File: src/core/mlc_pkg.sv
package mlc_pkg;
	localparam logic [7:0] MLC_IDX_MCU_CFG = 8'hA3;
	localparam logic [7:0] MLC_IDX_LF_CFG  = 8'hAD;
	localparam logic [9:0] MLC_ADDR_MCU_CFG = {MLC_IDX_MCU_CFG, 2'b00};
	localparam logic [9:0] MLC_ADDR_LF_CFG  = {MLC_IDX_LF_CFG, 2'b00};
	localparam logic [7:0] MLC_MCU_CFG_RST = 8'h00;
	localparam logic [2:0] MLC_LF_SRC_RST  = 3'h7;
	localparam logic [7:0] MLC_MCU_CFG_WMASK = 8'hBF;
	localparam int MLC_BIT_BYPASS = 7;
	localparam int MLC_POS_START  = 4;
	localparam int MLC_BIT_XWAKE  = 3;
	localparam int MLC_BIT_PHASE  = 7;
	localparam int MLC_BIT_READY  = 6;
	localparam int MLC_BIT_XACT   = 3;
	localparam logic [1:0] MLC_START_BOTH  = 2'h0;
	localparam logic [1:0] MLC_START_RC    = 2'h1;
	localparam logic [1:0] MLC_START_XTAL  = 2'h2;
	localparam logic [2:0] MLC_LF_SLOW_XTAL = 3'h0;
	localparam logic [2:0] MLC_LF_SLOW_RC   = 3'h1;
	localparam logic [2:0] MLC_LF_SYNTH     = 3'h2;
	localparam logic [2:0] MLC_LF_PIN_ANA   = 3'h3;
	localparam logic [2:0] MLC_LF_PIN_DIG   = 3'h4;
	localparam logic [2:0] MLC_PD_ACTIVE    = 3'h0;
	localparam logic [2:0] MLC_PD_DEEP      = 3'h1;
	localparam logic [2:0] MLC_PD_MEM_OFF   = 3'h2;
	localparam logic [2:0] MLC_PD_MEM_ON    = 3'h3;
	localparam logic [2:0] MLC_PD_REG_RET   = 3'h4;
	localparam int MLC_SYNC_W = 9;
	localparam logic [MLC_SYNC_W-1:0] MLC_SYNC_RST = '0;
	localparam logic [6:0] MLC_DIV_RST = 7'h00;
endpackage : mlc_pkg

File: src/core/mlc_clock_ctrl.sv
// Register access over APB was decided locally.
`timescale 1ns/1ns
`default_nettype none
module mlc_clock_ctrl (
	input  wire logic        pclk,
	input  wire logic        presetn,
	input  wire logic        psel,
	input  wire logic        penable,
	input  wire logic        pwrite,
	input  wire logic [11:0] paddr,
	input  wire logic [31:0] pwdata,
	output logic      [31:0] prdata,
	output logic             pready,
	output logic             pslverr,
	input  wire logic        ref_tick,
	input  wire logic [2:0]  pd_mode,
	input  wire logic        first_crystal_pin,
	input  wire logic        fast_crystal_running,
	input  wire logic        slow_crystal_osc,
	input  wire logic        slow_crystal_ready,
	input  wire logic        slow_rc_osc,
	input  wire logic        slow_rc_ready,
	input  wire logic        synth_lf_in,
	input  wire logic        lf_pin_analog,
	input  wire logic        lf_pin_digital,
	output logic             fast_crystal_osc_en,
	output logic             fast_rc_osc_en,
	output logic             mcu_clk_from_pin,
	output logic             mcu_clk_from_xtal,
	output logic             mcu_pin_clk,
	output logic             mcu_clk_en,
	output logic             fast_crystal_active_irq,
	output logic             fast_crystal_wakeup,
	output logic             low_freq_clock,
	output logic             low_freq_ready,
	output logic             mcu_start_hold,
	output logic             timers_run
);
	import mlc_pkg::*;

	// Three-stage synchronisers, value accepted when stages two and three agree
	logic [MLC_SYNC_W-1:0] s1_r, s2_r, s3_r, syn_r, syn_nxt;
	logic [MLC_SYNC_W-1:0] raw;

	assign raw = {lf_pin_digital, lf_pin_analog, synth_lf_in, slow_rc_ready,
		slow_rc_osc, slow_crystal_ready, slow_crystal_osc, fast_crystal_running,
		first_crystal_pin};

	always_comb begin
		syn_nxt = syn_r;
		for (int i = 0; i < MLC_SYNC_W; i++) begin
			if (s2_r[i] == s3_r[i]) begin
				syn_nxt[i] = s3_r[i];
			end
		end
	end

	always_ff @(posedge pclk or negedge presetn) begin
		if (!presetn) begin
			s1_r  <= MLC_SYNC_RST;
			s2_r  <= MLC_SYNC_RST;
			s3_r  <= MLC_SYNC_RST;
			syn_r <= MLC_SYNC_RST;
		end else begin
			s1_r  <= raw;
			s2_r  <= s1_r;
			s3_r  <= s2_r;
			syn_r <= syn_nxt;
		end
	end

	logic xc1_s, xrun_s, sx_clk_s, sx_rdy_s, sr_clk_s, sr_rdy_s, syn_clk_s, pa_s, pd_s;
	assign {pd_s, pa_s, syn_clk_s, sr_rdy_s, sr_clk_s, sx_rdy_s, sx_clk_s, xrun_s,
		xc1_s} = syn_r;

	// APB register access, zero wait states
	logic        wr_en, rd_setup, hit_mcu, hit_lf;
	logic [7:0]  mcu_cfg_r, mcu_cfg_nxt;
	logic [2:0]  lf_src_r, lf_src_nxt;
	logic [31:0] prdata_r, prdata_nxt;
	logic [7:0]  lf_rd;

	// Unmapped addresses answer with an error and read as zero
	assign hit_mcu  = paddr == {2'b00, MLC_ADDR_MCU_CFG};
	assign hit_lf   = paddr == {2'b00, MLC_ADDR_LF_CFG};
	assign wr_en    = psel && penable && pwrite;
	assign rd_setup = psel && !penable && !pwrite;
	assign pready   = 1'b1;
	assign pslverr  = psel && penable && !(hit_mcu || hit_lf);
	assign prdata   = prdata_r;

	always_comb begin
		mcu_cfg_nxt = mcu_cfg_r;
		lf_src_nxt  = lf_src_r;
		prdata_nxt  = prdata_r;
		if (wr_en && hit_mcu) begin
			mcu_cfg_nxt = pwdata[7:0] & MLC_MCU_CFG_WMASK;
		end
		if (wr_en && hit_lf) begin
			lf_src_nxt = pwdata[2:0];
		end
		if (rd_setup) begin
			prdata_nxt = 32'h0000_0000;
			if (hit_mcu) begin
				prdata_nxt[7:0] = mcu_cfg_r;
			end else if (hit_lf) begin
				prdata_nxt[7:0] = lf_rd;
			end
		end
	end

	always_ff @(posedge pclk or negedge presetn) begin
		if (!presetn) begin
			mcu_cfg_r <= MLC_MCU_CFG_RST;
			lf_src_r  <= MLC_LF_SRC_RST;
			prdata_r  <= 32'h0000_0000;
		end else begin
			mcu_cfg_r <= mcu_cfg_nxt;
			lf_src_r  <= lf_src_nxt;
			prdata_r  <= prdata_nxt;
		end
	end

	// Start field applied on entry to retention or deep sleep
	logic [1:0] start_act_r, start_act_nxt;
	logic [2:0] pd_prev_r;
	logic       ret_entry, deep_or_mem;

	// Modes in which the fast crystal is stopped
	function automatic logic mlc_xtal_stops(input logic [2:0] mode);
		mlc_xtal_stops = mode == MLC_PD_DEEP || mode == MLC_PD_MEM_OFF
			|| mode == MLC_PD_MEM_ON;
	endfunction : mlc_xtal_stops

	// Only a step out of active mode applies a pending start field
	assign ret_entry   = pd_prev_r == MLC_PD_ACTIVE
		&& (mlc_xtal_stops(pd_mode) || pd_mode == MLC_PD_REG_RET);
	assign deep_or_mem = mlc_xtal_stops(pd_mode);

	always_comb begin
		start_act_nxt = start_act_r;
		if (ret_entry) begin
			start_act_nxt = mcu_cfg_r[MLC_POS_START+:2];
		end
	end

	always_ff @(posedge pclk or negedge presetn) begin
		if (!presetn) begin
			start_act_r <= MLC_START_BOTH;
			pd_prev_r   <= MLC_PD_ACTIVE;
		end else begin
			start_act_r <= start_act_nxt;
			pd_prev_r   <= pd_mode;
		end
	end

	// Oscillator enables and automatic RC-to-crystal hand-over
	logic xtal_act_r, xtal_act_nxt, irq_r, irq_nxt;

	always_comb begin
		case (start_act_r)
			MLC_START_XTAL: begin
				fast_crystal_osc_en = 1'b1;
				fast_rc_osc_en      = 1'b0;
			end
			MLC_START_RC: begin
				fast_crystal_osc_en = 1'b0;
				fast_rc_osc_en      = 1'b1;
			end
			default: begin
				fast_crystal_osc_en = 1'b1;
				fast_rc_osc_en      = 1'b1;
			end
		endcase
		xtal_act_nxt = fast_crystal_osc_en && xrun_s;
		irq_nxt = xtal_act_nxt && !xtal_act_r && mcu_cfg_r[MLC_BIT_XWAKE];
	end

	always_ff @(posedge pclk or negedge presetn) begin
		if (!presetn) begin
			xtal_act_r <= 1'b0;
			irq_r      <= 1'b0;
		end else begin
			xtal_act_r <= xtal_act_nxt;
			irq_r      <= irq_nxt;
		end
	end

	// Interrupt and wakeup share one pulse when the crystal turns active
	assign fast_crystal_active_irq = irq_r;
	assign fast_crystal_wakeup     = irq_r;
	// Bypass overrides both oscillators
	assign mcu_clk_from_pin  = mcu_cfg_r[MLC_BIT_BYPASS];
	assign mcu_clk_from_xtal = !mcu_cfg_r[MLC_BIT_BYPASS] && xtal_act_r;
	assign mcu_pin_clk       = mcu_cfg_r[MLC_BIT_BYPASS] && xc1_s;

	// MCU clock divider on the 16 MHz reference tick
	logic [6:0] div_cnt_r, div_cnt_nxt;
	logic [2:0] div_act_r, div_act_nxt;
	logic       en_r, en_nxt;

	// Period change waits for the running period to end
	function automatic logic [6:0] mlc_div_last(input logic [2:0] code);
		mlc_div_last = 7'((8'h01 << code) - 8'h01);
	endfunction : mlc_div_last

	always_comb begin
		div_cnt_nxt = div_cnt_r;
		div_act_nxt = div_act_r;
		en_nxt      = 1'b0;
		if (ref_tick) begin
			if (div_cnt_r >= mlc_div_last(div_act_r)) begin
				div_cnt_nxt = 7'h00;
				en_nxt      = 1'b1;
				div_act_nxt = mcu_cfg_r[2:0];
			end else begin
				div_cnt_nxt = 7'(div_cnt_r + 7'h01);
			end
		end
	end

	always_ff @(posedge pclk or negedge presetn) begin
		if (!presetn) begin
			div_cnt_r <= MLC_DIV_RST;
			div_act_r <= MLC_MCU_CFG_RST[2:0];
			en_r      <= 1'b0;
		end else begin
			div_cnt_r <= div_cnt_nxt;
			div_act_r <= div_act_nxt;
			en_r      <= en_nxt;
		end
	end

	assign mcu_clk_en = en_r;

	// Low-frequency clock source selection
	logic lf_clk_r, lf_clk_nxt, lf_rdy_r, lf_rdy_nxt, lf_sel;

	always_comb begin
		lf_clk_nxt = 1'b0;
		lf_rdy_nxt = 1'b0;
		case (lf_src_r)
			MLC_LF_SLOW_XTAL: begin
				lf_clk_nxt = sx_clk_s;
				lf_rdy_nxt = sx_rdy_s;
			end
			MLC_LF_SLOW_RC: begin
				lf_clk_nxt = sr_clk_s;
				lf_rdy_nxt = sr_rdy_s;
			end
			MLC_LF_SYNTH: begin
				lf_rdy_nxt = xtal_act_r && !deep_or_mem;
				lf_clk_nxt = lf_rdy_nxt && syn_clk_s;
			end
			MLC_LF_PIN_ANA: begin
				lf_clk_nxt = pa_s;
				lf_rdy_nxt = 1'b1;
			end
			MLC_LF_PIN_DIG: begin
				lf_clk_nxt = pd_s;
				lf_rdy_nxt = 1'b1;
			end
			default: begin
				lf_clk_nxt = 1'b0;
				lf_rdy_nxt = 1'b0;
			end
		endcase
	end

	always_ff @(posedge pclk or negedge presetn) begin
		if (!presetn) begin
			lf_clk_r <= 1'b0;
			lf_rdy_r <= 1'b0;
		end else begin
			lf_clk_r <= lf_clk_nxt;
			lf_rdy_r <= lf_rdy_nxt;
		end
	end

	// Reserved and none codes count as no source
	function automatic logic mlc_lf_valid(input logic [2:0] src);
		mlc_lf_valid = src == MLC_LF_SLOW_XTAL || src == MLC_LF_SLOW_RC
			|| src == MLC_LF_SYNTH || src == MLC_LF_PIN_ANA
			|| src == MLC_LF_PIN_DIG;
	endfunction : mlc_lf_valid

	assign lf_sel = mlc_lf_valid(lf_src_r);

	always_comb begin
		lf_rd                = 8'h00;
		lf_rd[MLC_BIT_PHASE] = lf_clk_r;
		lf_rd[MLC_BIT_READY] = lf_rdy_r;
		lf_rd[MLC_BIT_XACT]  = xtal_act_r;
		lf_rd[2:0]           = lf_src_r;
	end
	assign low_freq_clock = lf_clk_r;
	assign low_freq_ready = lf_rdy_r;
	assign mcu_start_hold = lf_sel && !lf_rdy_r;
	assign timers_run     = pd_mode != MLC_PD_REG_RET || (lf_sel && lf_rdy_r);

endmodule : mlc_clock_ctrl
`default_nettype wire

File: config.mk
export PLATFORM = sky130hd
export DESIGN_NAME = mlc_clock_ctrl
export DESIGN_NICKNAME = d
export VERILOG_FILES = /design/src/core/mlc_pkg.sv /design/src/core/mlc_clock_ctrl.sv
export SDC_FILE = /design/constraint.sdc
export NUM_CORES = 1
export LEC_CHECK = 0
export ABC_AREA = 1
export BUFFER_PORTS_ARGS = -buffer_cell sky130_fd_sc_hd__buf_2
export CAP_MARGIN = 10
export CORE_MARGIN = 10
export CORE_UTILIZATION = 40
export DETAILED_ROUTE_END_ITERATION = 10
export GPL_ROUTABILITY_DRIVEN = 0
export MAX_ROUTING_LAYER = met4
export PLACE_DENSITY_LB_ADDON = 0.25
export REMOVE_ABC_BUFFERS = 1
export SLEW_MARGIN = 20
export SYNTH_ARGS = -nofsm -noshare
export SYNTH_HDL_FRONTEND = slang
export SYNTH_SLANG_ARGS = --single-unit
File: constraint.sdc
create_clock -name pclk -period 1.9 [get_ports pclk]
set_clock_uncertainty 0.15 [all_clocks]
set_input_delay 0.285 -clock pclk [delete_from_list [all_inputs] [get_ports pclk]]
set_output_delay 0.285 -clock pclk [all_outputs]
set_load 0.02 [all_outputs]
==> qor.json, run 1 <==
{
  "r2r_slack": {"value": 120, "unit": "ps"},
  "max_stage_delay": {"value": 610, "unit": "ps"},
  "core-area": {"value": 0.00813, "unit": "mm²"},
  "cts_buffers": {"value": 9},
  "post-route-min-period": {"value": 1840, "unit": "ps"},
  "gr-total-overflow": {"value": 0},
  "layout.nets": {"value": 508},
  "final-seq-area": {"value": 0.00186, "unit": "mm²"},
  "vdd_ir_drop_max": {"value": 897, "unit": "µV"},
  "muxShareOfSynthArea": {"value": 0, "unit": "%"},
  "worst_r2r_dst": {"value": "div_cnt_r[3]$_DFFE_PN0P_"},
  "p_per_area": {"value": 783, "unit": "mW/mm²"},
  "place_hpwl": {"value": 5.21, "unit": "mm"},
  "detail_route.iter0.violations": {"value": 87},
  "drc": {"value": 0},
  "synthFlopType": {"value": "sky130_fd_sc_hd__dfrtp_1"},
  "synthDominantAreaCellType": {"value": "sky130_fd_sc_hd__dfrtp_1"},
  "critPathBufInv": {"value": 1},
  "critPathTopFamily": {"value": "flip-flops"},
  "max_cap_viol_count": {"value": 0},
  "totalPowerFinal": {"value": 3.20, "unit": "mW"},
  "power.share.sequential": {"value": 52.5, "unit": "%"},
  "grt_max_degree": {"value": 75},
  "post-place-ws": {"value": 54.0, "unit": "ps"},
  "fill_cells": {"value": 780},
  "io_buffers": {"value": 57},
  "synth.top_cells.by_count": {"value": "100 x sky130_fd_sc_hd__nand2_1, 71 x sky130_fd_sc_hd__dfrtp_1, 29 x sky130_fd_sc_hd__inv_1"},
  "cp_data_required_time": {"value": 1460, "unit": "ps"},
  "slowest_stage_cell_on_the_critical_path": {"value": "sky130_fd_sc_hd__dfstp_2"},
  "switchingPower": {"value": 0.830, "unit": "mW"},
  "gr-max-usage-layer": {"value": "met2"},
  "netlist-cell-type-count": {"value": 27},
  "postSynthCellCount": {"value": 348},
  "global_route.usage.met1": {"value": 13.0, "unit": "%"},
  "worstPathMaxFanout": {"value": 5},
  "synthToLayoutAreaGrowth": {"value": 23.9, "unit": "%"},
  "setup.worst_path.start_class": {"value": "flop"},
  "power_frac_clock": {"value": 37.3, "unit": "%"},
  "xor_xnor_fraction_of_synth_area": {"value": 0.796, "unit": "%"},
  "series_of_cell_instances_along_the_critical_path": {"value": "nand2_1 > a21oi_1 > buf_4"},
  "numClockSinks": {"value": 74},
  "outcome": {"value": "complete, no violations"},
  "detail_route.wl_per_cell": {"value": 13.2, "unit": "µm"},
  "site_rows": {"value": 33},
  "synth_compound_gate_area_share": {"value": 2.65, "unit": "%"},
  "via_density_per_instance": {"value": 4.50},
  "worstPathArrival": {"value": 1410, "unit": "ps"},
  "ioPinCount": {"value": 108},
  "synth_most_common_cell": {"value": "sky130_fd_sc_hd__nand2_1"},
  "antenna_found_initial": {"value": 0},
  "holdCritStartpoint": {"value": "penable"},
  "first_global_vias": {"value": 2583},
  "critPathKind": {"value": "reg -> out"},
  "worstHoldEndpoint": {"value": "prdata[3]$_DFFE_PN0P_"},
  "grt_util_met3": {"value": 4.82, "unit": "%"},
  "swShare": {"value": 25.9, "unit": "%"},
  "leakagePower": {"value": 2.11, "unit": "nW"},
  "fmaxAchievable": {"value": 543, "unit": "MHz"},
  "synth_largest_type_area_fraction": {"value": 53.8, "unit": "%"},
  "holdPathStages": {"value": 4},
  "r2r_cells": {"value": 9},
  "die_area": {"value": 0.0123, "unit": "mm²"},
  "drtPass1Iterations": {"value": 4},
  "finalHoldViolCount": {"value": 0},
  "timing.final.max_slew_violations": {"value": 0},
  "ys_seq_elements": {"value": 74},
  "largest_family_of_logic_cells_by_synthesized_area": {"value": "simple AND/OR/NAND/NOR gates"},
  "synth_adder_area_share": {"value": 5.76, "unit": "%"},
  "drtAntennaViolNets": {"value": 0},
  "drive_gt1_share": {"value": 24.6, "unit": "%"},
  "totalWireLength": {"value": 7.22, "unit": "mm"},
  "synthSimpleGateAreaFrac": {"value": 24.0, "unit": "%"},
  "synth.yosys.warnings": {"value": 0},
  "clock_insertion_delay_worst_skew": {"value": 360, "unit": "ps"},
  "clock-root-buffer": {"value": "sky130_fd_sc_hd__clkbuf_8"},
  "start_util": {"value": 40.6, "unit": "%"},
  "ys_async_rst_share": {"value": 100, "unit": "%"},
  "final.period_utilization": {"value": 96.9, "unit": "%"},
  "synth_enable_flop_cells": {"value": 0},
  "die_h": {"value": 111, "unit": "µm"},
  "cts_htree_levels": {"value": 3},
  "clkTransAtPathRegs": {"value": 80, "unit": "ps"},
  "p_int": {"value": 2.37, "unit": "mW"},
  "crit_path_end_kind": {"value": "primary output"},
  "worstReg2RegStart": {"value": "div_act_r[2]$_DFFE_PN0P_"},
  "multi_input_area": {"value": 0.00122, "unit": "mm²"},
  "vias": {"value": 2467},
  "grt_first_pass_wirelength": {"value": 12.3, "unit": "mm"},
  "grt_use_met2": {"value": 21.3, "unit": "%"},
  "post-route-util": {"value": 50.3, "unit": "%"},
  "setup_violations": {"value": 0},
  "global_route.usage.total": {"value": 12.6, "unit": "%"},
  "cts_tree": {"value": "yes"},
  "num_antenna_cells": {"value": 0},
  "min-delay-path-class": {"value": "in -> reg"},
  "power.combinational.fraction": {"value": 10.2, "unit": "%"},
  "seq_area_frac_synth": {"value": 56.2, "unit": "%"},
  "unrepaired_setup_endpoints_after_global_routing": {"value": "yes"},
  "cts.path.max_buffers": {"value": 2},
  "finalWorstSetupSlack": {"value": 59.2, "unit": "ps"},
  "post_synth_main_area_contributors": {"value": "sky130_fd_sc_hd__dfrtp_1 54%, sky130_fd_sc_hd__nand2_1 11%, sky130_fd_sc_hd__buf_4 6.1%"},
  "fin_worst_hold_slack": {"value": 94.4, "unit": "ps"},
  "synth.cell_area": {"value": 0.00330, "unit": "mm²"},
  "syn_area_per_cell": {"value": 9.48, "unit": "µm²"},
  "fp.dieW": {"value": 111, "unit": "µm"}
}
[cell families (layout without fill, tap and decap cells)]
kind of cell               after synthesis  in the layout
and+or+nand+nor                        174            174
DFF                                     74             74
buffers and inverters                   61            133
adders and majority gates               17             17
AOI/OAI and AO/OA                       17             17
xor gates and xnor gates                 3              3
other                                    2             25
[routing by layer]
layer / vias to the layer above / wire length [µm]
met2: 65 / 3690
met5: - / 0
met3: 16 / 409
met4: 0 / 153
li1: 1237 / -
met1: 1149 / 2970
[timing repair]
action	4_1_cts	5_1_grt
hold endpoints to repair	91	0
setup buffers	3	0
hold buffers	20	0
endpoints found under the setup margin	2	12
pin swaps	0	1
resized for setup	2	15
cloned	0	0
[registers in the layout (all words and copies together) (netlist names), 2 cells and up]
signal       cells
prdata           8
s2_r             9
s1_r             9
start_act_r      2
div_cnt_r        7
div_act_r        3
lf_src_r         3
syn_r            9
mcu_cfg_r        7
s3_r             9
pd_prev_r        3
[stage by stage]
stage	instance area [µm²]	TNS (ps)	cells
after detailed placement	3630	0	509
after floorplan	3170	0	343
after global placement	3630	0	509
after CTS	4050	-4.12	548
after global routing	4090	-14.1	548
final	4090	0	548
[cell type report]
type	instances	area share, %
Sequential cell	74	45.4
Multi-Input combinational cell	236	29.8
Timing Repair Buffer	84	13.7
Inverter	33	3.21
Tap cell	105	3.21
Clock buffer	10	3.12
Clock inverter	6	1.59
[worst min-delay path: cells and delay by family]
kind	cells	cell delay [ps]
simple gates	3	180
buf+inv	1	110
[worst max-delay path by stage]
stage | from | endpoint | cells after the start
after floorplan | div_act_r[1]$_DFFE_PN0P_ | div_cnt_r[4]$_DFFE_PN0P_ | 12
after CTS | lf_src_r[2]$_DFFE_PN1P_ | timers_run | 4
after global routing | lf_src_r[2]$_DFFE_PN1P_ | mcu_start_hold | 3
after global placement | div_act_r[1]$_DFFE_PN0P_ | div_cnt_r[6]$_DFFE_PN0P_ | 12
after detailed placement | div_act_r[2]$_DFFE_PN0P_ | div_cnt_r[3]$_DFFE_PN0P_ | 12
final | lf_src_r[2]$_DFFE_PN1P_ | mcu_start_hold | 3
[power groups by stage]
| stage | clock [mW] | sequential (mW) | combinational (mW) |
|---|---|---|---|
| 5_1_grt | 1.33 | 1.69 | 0.363 |
| 6_report | 1.19 | 1.68 | 0.325 |
| 2_1_floorplan | 0 | 1.71 | 0.154 |
| 3_5_place_dp | 0 | 1.71 | 0.290 |
| 3_3_place_gp | 0 | 1.71 | 0.284 |
| 4_1_cts | 1.25 | 1.68 | 0.323 |
[cell usage in the layout, fill, tap and decap left out, types with 7 or more instances in the layout]
cell type and n:
sky130_fd_sc_hd__dlygate4sd3_1 20, sky130_fd_sc_hd__dfrtp_1 69, sky130_fd_sc_hd__nand3_1 20, sky130_fd_sc_hd__nand4_1 13, sky130_fd_sc_hd__o21ai_0 7, sky130_fd_sc_hd__conb_1 25, sky130_fd_sc_hd__inv_1 28, sky130_fd_sc_hd__nor2_1 21
sky130_fd_sc_hd__buf_4 7, sky130_fd_sc_hd__nand2_1 99, sky130_fd_sc_hd__maj3_1 9, sky130_fd_sc_hd__clkbuf_8 9, sky130_fd_sc_hd__ha_1 8, sky130_fd_sc_hd__buf_2 55
(Power assumes the default switching activity.)
==> run 2: changes to the inputs <==
- clock period: 1.9 -> 2.35 ns (I/O delays scaled with it)
==> run 2 against run 1 <==
Compared with the run above: core utilization shrank 1.4 points; sequential cell count is the same; sequential share of layout area grew 1.3 points; combinational power shrank 24%; worst hold slack lost 41 ps; register-to-register slack gained 320 ps.
==> qor.json, run 2 (synthesis gave the netlist of run 1 again) <==
{
  "outcome": {"value": "complete, no violations"},
  "mostFrequentLayoutCells": {"value": "100 x sky130_fd_sc_hd__nand2_1, 71 x sky130_fd_sc_hd__dfrtp_1, 57 x sky130_fd_sc_hd__buf_2"},
  "fill_cells": {"value": 772, "change": "-1.0%"},
  "site_rows": {"value": 33, "change": "unchanged"},
  "cts_tree": {"value": "yes"},
  "die_h": {"value": 111, "unit": "µm", "change": "unchanged"},
  "final.period_utilization": {"value": 86.1, "unit": "%"},
  "grt_use_met2": {"value": 20.8, "unit": "%", "change": "-0.59 points"},
  "unrepaired_setup_endpoints_after_global_routing": {"value": "no"},
  "p_int": {"value": 2.02, "unit": "mW", "change": "-15%"},
  "totalWireLength": {"value": 6.79, "unit": "mm", "change": "-6.0%"},
  "place.detailed.instances": {"value": 507, "change": "-0.39%"},
  "gr-total-overflow": {"value": 0, "change": "unchanged"},
  "cp_data_required_time": {"value": 1850, "unit": "ps", "change": "+390 ps"},
  "power.share.sequential": {"value": 50.5, "unit": "%", "change": "-2.0 points"},
  "drtPass1Iterations": {"value": 4, "change": "unchanged"},
  "finalHoldViolCount": {"value": 0, "change": "unchanged"},
  "cts_resized": {"value": 0, "change": "-2"},
  "global_route.usage.met1": {"value": 12.1, "unit": "%", "change": "-0.93 points"},
  "totalPowerFinal": {"value": 2.69, "unit": "mW", "change": "-16%"},
  "swShare": {"value": 25.0, "unit": "%", "change": "-0.95 points"},
  "io_buffers": {"value": 57, "change": "unchanged"},
  "numClockSinks": {"value": 74, "change": "unchanged"},
  "setup_violations": {"value": 0, "change": "unchanged"},
  "multi_input_area": {"value": 0.00119, "unit": "mm²", "change": "-2.4%"},
  "via_density_per_instance": {"value": 4.49, "change": "-0.25%"},
  "num_antenna_cells": {"value": 0, "change": "unchanged"},
  "leakagePower": {"value": 2.06, "unit": "nW", "change": "-2.7%"},
  "layout.nets": {"value": 496, "change": "-2.4%"},
  "final-instance-count-excl-fill": {"value": 536, "change": "-2.2%"},
  "critPathKind": {"value": "reg -> out"},
  "crit_path_end_kind": {"value": "primary output"},
  "timing_worst_slew_pin_value": {"value": 541, "unit": "ps"},
  "drc": {"value": 0, "change": "unchanged"},
  "worstPathArrival": {"value": 1520, "unit": "ps", "change": "+110 ps"},
  "drtAntennaViolNets": {"value": 0, "change": "unchanged"},
  "core-area": {"value": 0.00813, "unit": "mm²", "change": "unchanged"},
  "cts_buffers": {"value": 9, "change": "unchanged"},
  "gr-max-usage-layer": {"value": "met2"},
  "fin_worst_hold_slack": {"value": 53.2, "unit": "ps", "change": "-41.2 ps"},
  "detail_route.wl_per_cell": {"value": 12.7, "unit": "µm", "change": "-3.9%"},
  "worstPathMaxFanout": {"value": 7, "change": "+2"},
  "clkTransAtPathRegs": {"value": 80, "unit": "ps", "change": "about the same"},
  "drive_gt1_share": {"value": 22.3, "unit": "%", "change": "-2.3 points"},
  "post-route-min-period": {"value": 2020, "unit": "ps"},
  "antenna_found_initial": {"value": 0, "change": "unchanged"},
  "final-seq-area": {"value": 0.00186, "unit": "mm²", "change": "-0.13%"},
  "clock-root-buffer": {"value": "sky130_fd_sc_hd__clkbuf_8"},
  "cts.path.max_buffers": {"value": 2, "change": "unchanged"},
  "ioPinCount": {"value": 108, "change": "unchanged"},
  "power_frac_clock": {"value": 40.4, "unit": "%", "change": "+3.1 points"},
  "grt_first_pass_wirelength": {"value": 11.8, "unit": "mm", "change": "-4.6%"},
  "setup.worst_path.start_class": {"value": "flop"},
  "synthToLayoutAreaGrowth": {"value": 20.4, "unit": "%"},
  "fmaxAchievable": {"value": 494, "unit": "MHz"},
  "maxSlewHeadroom": {"value": 63.9, "unit": "%"},
  "timing.final.max_slew_violations": {"value": 0, "change": "unchanged"},
  "min-delay-path-class": {"value": "in -> reg"},
  "total_negative_setup_slacks": {"value": 0, "unit": "ps", "change": "unchanged"},
  "layout.cells.most_common": {"value": "sky130_fd_sc_hd__nand2_1"},
  "cts_htree_levels": {"value": 3, "change": "unchanged"},
  "fp.dieW": {"value": 111, "unit": "µm", "change": "unchanged"},
  "power.combinational.fraction": {"value": 9.1, "unit": "%", "change": "-1.1 points"},
  "grt_util_met3": {"value": 3.25, "unit": "%", "change": "-1.6 points"},
  "vdd_ir_drop_max": {"value": 539, "unit": "µV", "change": "-40%"},
  "detail_route.iter0.violations": {"value": 70, "change": "-20%"},
  "vias": {"value": 2407, "change": "-2.4%"},
  "die_area": {"value": 0.0123, "unit": "mm²", "change": "unchanged"},
  "place_hpwl": {"value": 5.22, "unit": "mm", "change": "+0.22%"},
  "start_util": {"value": 40.6, "unit": "%", "change": "unchanged"},
  "max_cap_viol_count": {"value": 0, "change": "unchanged"},
  "grt_max_degree": {"value": 53, "change": "-29%"},
  "clock_insertion_delay_worst_skew": {"value": 330, "unit": "ps", "change": "-30 ps"},
  "first_global_vias": {"value": 2502, "change": "-3.1%"},
  "global_route.usage.total": {"value": 11.7, "unit": "%", "change": "-0.88 points"},
  "switchingPower": {"value": 0.672, "unit": "mW", "change": "-19%"},
  "p_per_area": {"value": 677, "unit": "mW/mm²", "change": "-13%"}
}
[run 2: cell count changes in the layout (fill, tap and decap cells not counted), sizes merged]
cell         change
bufinv           +1
clkinv           -1
buf              -5
clkbuf           -1
dlygate4sd3      -7
clkinvlp         +1
[run 2: final timing paths]
kind	slack, ps	start	end	cells after the start
setup / recovery	330	lf_src_r[2]$_DFFE_PN1P_	timers_run	4
hold / removal	50	pwdata[4]	mcu_cfg_r[4]$_DFFE_PN0P_	3
setup reg to reg	440	div_act_r[2]$_DFFE_PN0P_	div_cnt_r[3]$_DFFE_PN0P_	12
hold reg to reg	200	s1_r[2]$_DFF_PN0_	s2_r[2]$_DFF_PN0_	0
max in group asynchronous	970	presetn	lf_src_r[2]$_DFFE_PN1P_	3
min in group asynchronous	370	presetn	prdata[4]$_DFFE_PN0P_	2
[run 2: cell type report]
class | instances | share of cell area, %
inverter | 33 | 3.24
multi-input combinational | 236 | 29.9
clock inverter | 7 | 2.55
tap | 105 | 3.31
sequential | 74 | 46.7
clock buffer | 9 | 3.12
timing repair buffer | 72 | 11.1
[run 2: what timing repair did]
action                    CTS  global route
setup buffers               0             0
hold endpoints to repair   34             0
hold buffers               13             0
[run 2: power by group through the flow]
stage | Clock [mW] | Combinational, mW | Sequential (mW)
2_1_floorplan | 0 | 0.125 | 1.38
3_3_place_gp | 0 | 0.229 | 1.38
3_5_place_dp | 0 | 0.232 | 1.38
4_1_cts | 1.11 | 0.249 | 1.36
5_1_grt | 1.18 | 0.277 | 1.36
6_report | 1.09 | 0.246 | 1.36
[run 2: layer usage]
layer / share of wire [%] / routed length (µm)
met5: 0 / 0
met3: 4.6 / 313
met2: 53 / 3600
met1: 41 / 2820
met4: 0.93 / 63
[run 2: critical path, stage by stage, from the launching register on]
cell and delay [ps]:
sky130_fd_sc_hd__dfstp_2 600, sky130_fd_sc_hd__inv_1 110, sky130_fd_sc_hd__o21ai_0 190, sky130_fd_sc_hd__nand3_1 100
sky130_fd_sc_hd__buf_2 170
[run 2: per-stage QoR]
| stage | setup slack, ps | instance area [µm²] | util [%] |
|---|---|---|---|
| 6_report | 328 | 3970 | 48.8 |
| 2_1_floorplan | 677 | 3170 | - |
| 3_3_place_gp | 475 | 3620 | 44.5 |
| 5_1_grt | 228 | 3970 | 48.8 |
| 4_1_cts | 295 | 3970 | 48.8 |
| 3_5_place_dp | 434 | 3620 | 44.5 |
